[src/design/spsi_pkg.sv]
// package of the serial port status and interrupt block
// assumes a 10 MHz core clock and an AXI4-Lite register slave with 32-bit data
package spsi_pkg;

  // ************************************************************
  // register map, byte addresses
  // ************************************************************
  localparam logic [3:0] STATUS_OFFSET = 4'h0;  // serial_status_flags
  localparam logic [3:0] CONTROL_OFFSET = 4'h4;  // serial_control_reg
  localparam logic [3:0] TX_HOLD_OFFSET = 4'h8;  // tx_holding_reg
  localparam logic [3:0] RX_HOLD_OFFSET = 4'hc;  // rx_holding_reg, read only

  // ************************************************************
  // field positions and reset values
  // ************************************************************
  localparam int RX_FULL_BIT = 0;
  localparam int TX_EMPTY_BIT = 1;
  localparam int RX_OVERRUN_BIT = 2;
  localparam int TX_UNDERRUN_BIT = 3;
  localparam int FLAG_WIDTH = 4;
  localparam int RX_ENABLE_BIT = 0;
  localparam int TX_ENABLE_BIT = 1;
  localparam int RX_IRQ_ENABLE_BIT = 2;
  localparam int TX_IRQ_ENABLE_BIT = 3;
  localparam logic [15:0] STATUS_RESET = 16'h0002;
  localparam logic [3:0] CONTROL_RESET = 4'h0;
  localparam logic [15:0] HOLD_RESET = 16'h0000;
  localparam logic [1:0] RESP_OKAY = 2'h0;
  localparam logic [1:0] RESP_SLVERR = 2'h2;

  // ************************************************************
  // highest pending request code
  // ************************************************************
  typedef enum logic [2:0]
  {
    SPSI_IRQ_NONE = 3'h0,
    SPSI_IRQ_RX_OVERRUN = 3'h1,
    SPSI_IRQ_TX_UNDERRUN = 3'h2,
    SPSI_IRQ_RX_FULL = 3'h3,
    SPSI_IRQ_TX_EMPTY = 3'h4
  } spsi_irq_code_t;

  // ************************************************************
  // whole module state
  // ************************************************************
  typedef struct packed {
    logic aw_held;
    logic [3:0] aw_addr;
    logic w_held;
    logic [31:0] w_data;
    logic [3:0] w_strb;
    logic bvalid;
    logic [1:0] bresp;
    logic rvalid;
    logic [31:0] rdata;
    logic [1:0] rresp;
    logic [3:0] control;
    logic [3:0] flags;
    logic [3:0] armed;
    logic [15:0] tx_hold;
    logic [15:0] rx_hold;
    logic [1:0] tx_sync;
    logic tx_prev;
    logic [1:0] rx_sync;
    logic rx_prev;
  } spsi_state_t;

endpackage : spsi_pkg

[src/design/spsi_top.sv]
// status flags, request lines and register slave of one serial channel
// assumes link frame levels arrive unsynchronised; dma strobes are on core clock
//
// What this block does
// - status register is 16 bits and resets to 0x0002, only tx empty set.
// - status bits 15 to 4 read zero; software writes zero there.
// - transmission start while tx enable and tx empty set raises tx underrun flag, bit 3.
// - tx underrun clears by zero written after reading one, or by reset.
// - reception end while rx enable and rx full set raises rx overrun flag, bit 2.
// - rx overrun clears by zero written after reading one, or by reset.
// - tx empty, bit 1, clears by zero written after reading one.
// - dma write of tx holding register clears tx empty.
// - tx empty sets on load into shift register, tx enable low, reset.
// - rx full, bit 0, sets when a finished word enters rx holding register.
// - rx full clears on dma read, read-one-write-zero, rx enable low, reset.
// - four separate requests: rx overrun, tx underrun, rx full, tx empty.
// - rx full request gated by rx irq enable, tx empty by tx irq enable.
// - overrun and underrun requests have no enable gating.
// - rx full request asserted whenever rx full flag and rx irq enable set; may start dma.
// - tx empty request asserted whenever tx empty flag and tx irq enable set; may start dma.
// - rx overrun request follows rx overrun flag.
// - tx underrun request follows tx underrun flag.
// - priority: overrun, underrun, rx full, tx empty; only data requests reach dma.
//
// The placing of the registers and register access over AXI4-Lite are this design's own decisions.
`timescale 1ns/1ps

module spsi_top
(
  // clock and reset
  input wire logic CORE_CLK_I,
  input wire logic NRST_I,
  // axi4-lite write address and data
  input wire logic [31:0] S_AXI_AWADDR_I,
  input wire logic S_AXI_AWVALID_I,
  output logic S_AXI_AWREADY_O,
  input wire logic [31:0] S_AXI_WDATA_I,
  input wire logic [3:0] S_AXI_WSTRB_I,
  input wire logic S_AXI_WVALID_I,
  output logic S_AXI_WREADY_O,
  // axi4-lite write response
  output logic [1:0] S_AXI_BRESP_O,
  output logic S_AXI_BVALID_O,
  input wire logic S_AXI_BREADY_I,
  // axi4-lite read
  input wire logic [31:0] S_AXI_ARADDR_I,
  input wire logic S_AXI_ARVALID_I,
  output logic S_AXI_ARREADY_O,
  output logic [31:0] S_AXI_RDATA_O,
  output logic [1:0] S_AXI_RRESP_O,
  output logic S_AXI_RVALID_O,
  input wire logic S_AXI_RREADY_I,
  // link side frame levels and words
  input wire logic TX_BUSY_I,
  input wire logic RX_BUSY_I,
  input wire logic [15:0] RX_WORD_I,
  output logic [15:0] TX_WORD_O,
  // dma strobes
  input wire logic DMA_TX_WRITE_I,
  input wire logic [15:0] DMA_TX_DATA_I,
  input wire logic DMA_RX_READ_I,
  output logic [15:0] RX_DATA_O,
  // request lines
  output logic RX_OVERRUN_IRQ_O,
  output logic TX_UNDERRUN_IRQ_O,
  output logic RX_FULL_IRQ_O,
  output logic TX_EMPTY_IRQ_O,
  output logic DMA_RX_REQ_O,
  output logic DMA_TX_REQ_O,
  output logic [2:0] IRQ_CODE_O
);

  // ************************************************************
  // helpers
  // ************************************************************

  // highest pending request, fixed priority
  function automatic spsi_pkg::spsi_irq_code_t top_request(input logic [3:0] req);
    spsi_pkg::spsi_irq_code_t code;
    code = spsi_pkg::SPSI_IRQ_NONE;
    if (req[spsi_pkg::RX_OVERRUN_BIT])
      code = spsi_pkg::SPSI_IRQ_RX_OVERRUN;
    else if (req[spsi_pkg::TX_UNDERRUN_BIT])
      code = spsi_pkg::SPSI_IRQ_TX_UNDERRUN;
    else if (req[spsi_pkg::RX_FULL_BIT])
      code = spsi_pkg::SPSI_IRQ_RX_FULL;
    else if (req[spsi_pkg::TX_EMPTY_BIT])
      code = spsi_pkg::SPSI_IRQ_TX_EMPTY;
    return code;
  endfunction : top_request

  // word index of a mapped register, or all ones when unmapped
  function automatic logic [2:0] reg_index(input logic [31:0] addr);
    logic [2:0] idx;
    idx = 3'h7;
    if (addr[31:4] == 28'h0000000)
    begin
      case (addr[3:0])
        spsi_pkg::STATUS_OFFSET: idx = 3'h0;
        spsi_pkg::CONTROL_OFFSET: idx = 3'h1;
        spsi_pkg::TX_HOLD_OFFSET: idx = 3'h2;
        spsi_pkg::RX_HOLD_OFFSET: idx = 3'h3;
        default: idx = 3'h7;
      endcase
    end
    return idx;
  endfunction : reg_index

  // ************************************************************
  // state
  // ************************************************************
  spsi_pkg::spsi_state_t st;
  spsi_pkg::spsi_state_t next_st;
  logic tx_start;
  logic rx_end;
  logic [3:0] req;
  logic [2:0] wr_idx;
  logic [2:0] rd_idx;
  logic do_write;
  logic do_read;

  // frame edges, seen only on the second sync flop and its delayed copy
  assign tx_start = st.tx_sync[1] & ~st.tx_prev;
  assign rx_end = ~st.rx_sync[1] & st.rx_prev;
  assign wr_idx = reg_index({28'h0000000, st.aw_addr});
  assign rd_idx = reg_index(S_AXI_ARADDR_I);
  assign do_write = st.aw_held & st.w_held & ~st.bvalid;
  assign do_read = S_AXI_ARVALID_I & ~st.rvalid;

  // request lines straight off the flag flops
  assign req[spsi_pkg::RX_OVERRUN_BIT] = st.flags[spsi_pkg::RX_OVERRUN_BIT];
  assign req[spsi_pkg::TX_UNDERRUN_BIT] = st.flags[spsi_pkg::TX_UNDERRUN_BIT];
  assign req[spsi_pkg::RX_FULL_BIT] = st.flags[spsi_pkg::RX_FULL_BIT]
    & st.control[spsi_pkg::RX_IRQ_ENABLE_BIT];
  assign req[spsi_pkg::TX_EMPTY_BIT] = st.flags[spsi_pkg::TX_EMPTY_BIT]
    & st.control[spsi_pkg::TX_IRQ_ENABLE_BIT];

  // ************************************************************
  // next state
  // ************************************************************
  always_comb
  begin
    logic [3:0] sw_clr;
    logic [3:0] rd_flags;
    next_st = st;
    sw_clr = 4'h0;
    rd_flags = st.flags;

    // synchronisers and edge history
    next_st.tx_sync = {st.tx_sync[0], TX_BUSY_I};
    next_st.tx_prev = st.tx_sync[1];
    next_st.rx_sync = {st.rx_sync[0], RX_BUSY_I};
    next_st.rx_prev = st.rx_sync[1];

    // write address and data are taken independently, in either order
    if (S_AXI_AWVALID_I & ~st.aw_held & ~st.bvalid)
    begin
      next_st.aw_held = 1'b1;
      next_st.aw_addr = S_AXI_AWADDR_I[3:0];
      if (S_AXI_AWADDR_I[31:4] != 28'h0000000)
        next_st.aw_addr = 4'h1;  // misaligned marker, decodes as unmapped
    end
    if (S_AXI_WVALID_I & ~st.w_held & ~st.bvalid)
    begin
      next_st.w_held = 1'b1;
      next_st.w_data = S_AXI_WDATA_I;
      next_st.w_strb = S_AXI_WSTRB_I;
    end

    // perform the write once both halves are held
    if (do_write)
    begin
      next_st.aw_held = 1'b0;
      next_st.w_held = 1'b0;
      next_st.bvalid = 1'b1;
      next_st.bresp = spsi_pkg::RESP_OKAY;
      case (wr_idx)
        3'h0:
        begin
          // zero clears only a bit that was read as one; a one is ignored
          if (st.w_strb[0])
            sw_clr = st.armed & ~st.w_data[3:0];
        end
        3'h1:
        begin
          if (st.w_strb[0])
            next_st.control = st.w_data[3:0];
        end
        3'h2:
        begin
          if (st.w_strb[0])
            next_st.tx_hold[7:0] = st.w_data[7:0];
          if (st.w_strb[1])
            next_st.tx_hold[15:8] = st.w_data[15:8];
        end
        default: next_st.bresp = spsi_pkg::RESP_SLVERR;
      endcase
    end
    if (st.bvalid & S_AXI_BREADY_I)
      next_st.bvalid = 1'b0;

    // read answers one cycle after the address is taken
    if (do_read)
    begin
      next_st.rvalid = 1'b1;
      next_st.rresp = spsi_pkg::RESP_OKAY;
      next_st.rdata = 32'h00000000;
      case (rd_idx)
        3'h0: next_st.rdata = {28'h0000000, rd_flags};
        3'h1: next_st.rdata = {28'h0000000, st.control};
        3'h2: next_st.rdata = {16'h0000, st.tx_hold};
        3'h3: next_st.rdata = {16'h0000, st.rx_hold};
        default: next_st.rresp = spsi_pkg::RESP_SLVERR;
      endcase
    end
    if (st.rvalid & S_AXI_RREADY_I)
      next_st.rvalid = 1'b0;

    // dma write replaces the holding word; cpu writes to the holding word never clear the flag
    if (DMA_TX_WRITE_I)
      next_st.tx_hold = DMA_TX_DATA_I;

    // clears first, so any set below overrides them
    next_st.flags = st.flags & ~sw_clr;
    next_st.armed = st.armed & ~sw_clr;
    if (DMA_TX_WRITE_I)
      next_st.flags[spsi_pkg::TX_EMPTY_BIT] = 1'b0;
    if (DMA_RX_READ_I | ~st.control[spsi_pkg::RX_ENABLE_BIT])
      next_st.flags[spsi_pkg::RX_FULL_BIT] = 1'b0;

    // transmission start: underrun if nothing was loaded, else load
    if (tx_start & st.control[spsi_pkg::TX_ENABLE_BIT])
    begin
      if (st.flags[spsi_pkg::TX_EMPTY_BIT])
        next_st.flags[spsi_pkg::TX_UNDERRUN_BIT] = 1'b1;
      next_st.flags[spsi_pkg::TX_EMPTY_BIT] = 1'b1;
    end
    // transmit disabled holds the holding register empty
    if (~st.control[spsi_pkg::TX_ENABLE_BIT])
      next_st.flags[spsi_pkg::TX_EMPTY_BIT] = 1'b1;

    // reception end: word always lands, overrun if the old one waited
    if (rx_end & st.control[spsi_pkg::RX_ENABLE_BIT])
    begin
      if (st.flags[spsi_pkg::RX_FULL_BIT])
        next_st.flags[spsi_pkg::RX_OVERRUN_BIT] = 1'b1;
      next_st.flags[spsi_pkg::RX_FULL_BIT] = 1'b1;
      next_st.rx_hold = RX_WORD_I;
    end

    // a status read arms the clear for every bit seen as one
    if (do_read & (rd_idx == 3'h0))
      next_st.armed = next_st.armed | rd_flags;
    // a bit that is now zero cannot stay armed
    next_st.armed = next_st.armed & next_st.flags;
  end

  // ************************************************************
  // state register
  // ************************************************************
  always_ff @(posedge CORE_CLK_I)
  begin
    if (!NRST_I)
    begin
      st <= '0;
      st.control <= spsi_pkg::CONTROL_RESET;
      st.flags <= spsi_pkg::STATUS_RESET[3:0];
      st.tx_hold <= spsi_pkg::HOLD_RESET;
      st.rx_hold <= spsi_pkg::HOLD_RESET;
    end
    else
    begin
      st <= next_st;
    end
  end

  // ************************************************************
  // outputs
  // ************************************************************
  assign S_AXI_AWREADY_O = ~st.aw_held & ~st.bvalid;
  assign S_AXI_WREADY_O = ~st.w_held & ~st.bvalid;
  assign S_AXI_BVALID_O = st.bvalid;
  assign S_AXI_BRESP_O = st.bresp;
  assign S_AXI_ARREADY_O = ~st.rvalid;
  assign S_AXI_RVALID_O = st.rvalid;
  assign S_AXI_RDATA_O = st.rdata;
  assign S_AXI_RRESP_O = st.rresp;
  assign TX_WORD_O = st.tx_hold;
  assign RX_DATA_O = st.rx_hold;
  // four separate lines; dma sees only the data requests
  assign RX_OVERRUN_IRQ_O = req[spsi_pkg::RX_OVERRUN_BIT];
  assign TX_UNDERRUN_IRQ_O = req[spsi_pkg::TX_UNDERRUN_BIT];
  assign RX_FULL_IRQ_O = req[spsi_pkg::RX_FULL_BIT];
  assign TX_EMPTY_IRQ_O = req[spsi_pkg::TX_EMPTY_BIT];
  assign DMA_RX_REQ_O = req[spsi_pkg::RX_FULL_BIT];
  assign DMA_TX_REQ_O = req[spsi_pkg::TX_EMPTY_BIT];
  assign IRQ_CODE_O = top_request(req);
endmodule : spsi_top

[config.mk]
export PLATFORM = sky130hd
export DESIGN_NAME = spsi_top
export DESIGN_NICKNAME = d
export VERILOG_FILES = /design/src/design/spsi_pkg.sv /design/src/design/spsi_top.sv
export SDC_FILE = /design/constraint.sdc
export NUM_CORES = 1
export LEC_CHECK = 0
export ABC_AREA = 1
export BUFFER_PORTS_ARGS = -buffer_cell sky130_fd_sc_hd__buf_2
export CAP_MARGIN = 0
export CORE_MARGIN = 2
export CORE_UTILIZATION = 32
export CTS_BUF_LIST = sky130_fd_sc_hd__clkbuf_16
export CTS_CLUSTER_SIZE = 28
export DETAILED_ROUTE_END_ITERATION = 7
export HOLD_SLACK_MARGIN = 0.15
export PLACE_DENSITY = 0.71
export SETUP_SLACK_MARGIN = 0.15
export SLEW_MARGIN = 20
export SYNTH_ARGS = -nofsm -noshare
export SYNTH_HDL_FRONTEND = slang
export SYNTH_SLANG_ARGS = --single-unit
[constraint.sdc]
create_clock -name CORE_CLK_I -period 3.65 [get_ports CORE_CLK_I]
set_clock_uncertainty 0.15 [all_clocks]
set_input_delay 0.365 -clock CORE_CLK_I [delete_from_list [all_inputs] [get_ports CORE_CLK_I]]
set_output_delay 0.365 -clock CORE_CLK_I [all_outputs]
set_load 0.005 [all_outputs]
==> results.toml <==
[run_status]
status = "complete, no violations"

[worst_setup_path]
timing.critical_path.mode_cell = "nor2_1"
slowest_delay_ns = 0.48
setup.worst_path.end_class = "flip-flop"
start_kind = "flip-flop"
crit_required_ns = 3.73
cp_data_arrival_time_ns = 1.95
crit_path_max_fanout = 23
critical_path.slowest_cell = "nand2_1"
cp_cell_sequence = "nor2_1 -> nand2_1 -> inv_1 -> nor2_1 -> nor2_1"
path_class = "flip-flop to flip-flop"

[global_routing]
grt_overflow = 0
grt_max_degree = 57
grt_pass1_vias = 4294
track_usage = 0.1678
grt_pass1_wl_mm = 21.18
antenna_found_initial = 1

[yosys]
ys_ff_latch = 94
synth_area_um2 = 4771
seq_area_frac_synth = 0.3944
avgSynthCellArea_um2 = 7.420
ys_warn_count = 0
synth.distinct_cells = 38
synthDominantCellAreaShare = 0.3944
ys_top_cells_by_area = "dfxtp_1 39%, buf_4 11%, nand2_1 10%, nor2_1 8.0%, o21ai_0 4.4%"
synth_edf_count = 0
synth_area_leader_cell = "dfxtp_1"
syn_inst = 643
async_flop_share = 0
ys_dominant_reg_cell = "dfxtp_1"

[die]
start_util = 0.3283
die_area_um2 = 15900
chipWidth_um = 126.1
rows = 44
core_area_um2 = 14530
die_h_um = 126.1
ios = 225

[timing]
post-route-min-period_ns = 1.878
worst_slew_pin_slew_ns = 0.7648
relSlewSlack = 0.4870
drv_slew = 0
fin_crit_sh = 0.5144
tns_ns = 0
finalSetupViolations = 0
hold_viol = 0
rsz0062_at_grt = "false"
max_freq_mhz = 532.6

[layout]
finalNetCount = 959
final_common_cell = "buf_2"
num_antenna_cells = 0
final_cell_mix = "188 x buf_2, 131 x nand2_1, 102 x nor2_1"
area_growth_pct = 27.90
drive_gt1_frac = 0.3082
n_fill_cell = 1491
final_util = 0.4199

[pwr]
sequentialPowerShare = 0.481
power_frac_clock = 0.397
power_switching_mw = 0.5660
power_density_nw_per_um2 = 374.4
vdd_ir_drop_max_mv = 0.3055
switching_share = 0.2477
power_leakage_nw = 2.868
comb_power_share = 0.122
intPower_mw = 1.719

[place]
numPortBuffers = 188
routabilityCongestion = 0.8466
dpl.hpwl_mm = 9.681

[cts]
cts_buffer_depth = 2
ctsRootBufferMaster = "clkbuf_16"
numClockSinks = 94
cts_tree = "built"
clk_pin_slew_worst_paths_ns = 0.06
clk-insertion-delay-late_ns = 0.34
cts_buffers = 9
htree_levels = 3
cts_setup_buffers = 0

[detailed_routing]
ant_nets = 0
routedWlPerCell_um = 13.35
viasPerCell = 4.524
drt-initial-drc-count = 318
drtPass1Iterations = 5
wl_mm = 13.41
drc = 0
vias = 4547

[flow_run]
cap_violations = 0

[hold_path]
min_path_type = "input port to flip-flop"
## power by group through the flow
stage / registers, mW / logic (mW) / clock network (mW)
floorplan: 1.11 / 0.156 / 0
global placement: 1.12 / 0.238 / 0
detailed placement: 1.12 / 0.240 / 0
CTS: 1.10 / 0.279 / 0.931
global route: 1.10 / 0.314 / 0.971
finish: 1.10 / 0.279 / 0.907
## cell type report
class	instances	area (um^2)	area share
inverters	35	136.4	0.02235
well taps	184	230.2	0.03773
multi-input cells	437	2132	0.3494
flip-flops and latches	94	1882	0.3084
repair buffers	239	1439	0.2358
clock inverters	7	57.56	0.009432
clock buffers	9	225.2	0.03691
## logic make-up after synthesis
family                 Yosys count  synth area share
AND/OR/NAND/NOR                315            0.3087
buffers and inverters          129            0.1720
AO/OA/AOI/OAI                  104            0.1240
flip-flops                      94            0.3944
other                            1         0.0007860
## per-stage QoR
step                hold WS, ns  total power, mW  setup WS [ns]  cells  cell area (um^2)
floorplan                0.2405            1.268          2.077    660              4835
CTS                      0.1509            2.308          1.741   1005              6102
detailed placement       0.2534            1.360          1.424    943              5359
global placement         0.2516            1.357          1.433    943              5359
finish                   0.1613            2.285          1.772   1005              6102
global route             0.1697            2.389          1.490   1005              6102
## per-layer routing
layer	global-route usage	vias up	part of all wire
met3	0.03314	25	0.051
li1	-	2361	-
met5	0	-	0.00097
met4	0.06917	2	0.024
met2	0.2770	156	0.46
met1	0.2146	2003	0.46
## registers in the layout, indices dropped and copies added (netlist names)
register	cells
RX_DATA_O	16
RX_OVERRUN_IRQ_O	1
S_AXI_BRESP_O	1
S_AXI_BVALID_O	1
S_AXI_RDATA_O	16
S_AXI_RRESP_O	1
S_AXI_RVALID_O	1
TX_UNDERRUN_IRQ_O	1
TX_WORD_O	16
next_st	4
st	36
## synth_stat cells (2+ instances only)
library cell,instances
inv_1,23
inv_4,2
a21boi_1,3
a21oi_2,10
nor2_2,4
a21oi_1,22
inv_2,8
clkinv_1,2
buf_4,71
clkbuf_1,15
nand4_1,15
nor2_1,102
buf_12,3
o21ai_1,9
buf_1,2
nand2_1,131
nand3_2,11
dfxtp_1,94
nor2_4,7
buf_6,2
nor4_1,8
a31oi_1,15
nand3_1,28
o21ai_0,42
## what timing repair did
item | CTS | global route
resized for setup | 0 | 0
hold buffers | 46 | 0
endpoints found under the hold margin | 46 | 0
## final timing paths
| path | startpoint | endpoint | slack, ns | depth (start not counted) |
|---|---|---|---|---|
| hold / removal | DMA_TX_DATA_I[15] | TX_WORD_O[15]$_SDFFE_PN0P_ | 0.16 | 3 |
| setup reg to reg | S_AXI_BVALID_O$_SDFFE_PP0P_ | st[104]$_SDFFE_PN0P_ | 1.77 | 5 |
| setup / recovery | S_AXI_BVALID_O$_SDFFE_PP0P_ | st[104]$_SDFFE_PN0P_ | 1.77 | 5 |
| hold reg to reg | next_st[5]$_SDFF_PN0_ | next_st[3]$_SDFF_PN0_ | 0.26 | 2 |
## worst max-delay path: cells and delay by family (launching register included)
family | cells | cell delay (ns)
flip-flops | 1 | 0.38
AND/OR/NAND/NOR | 4 | 0.80
buffers and inverters | 1 | 0.42
(Power assumes the default switching activity.)
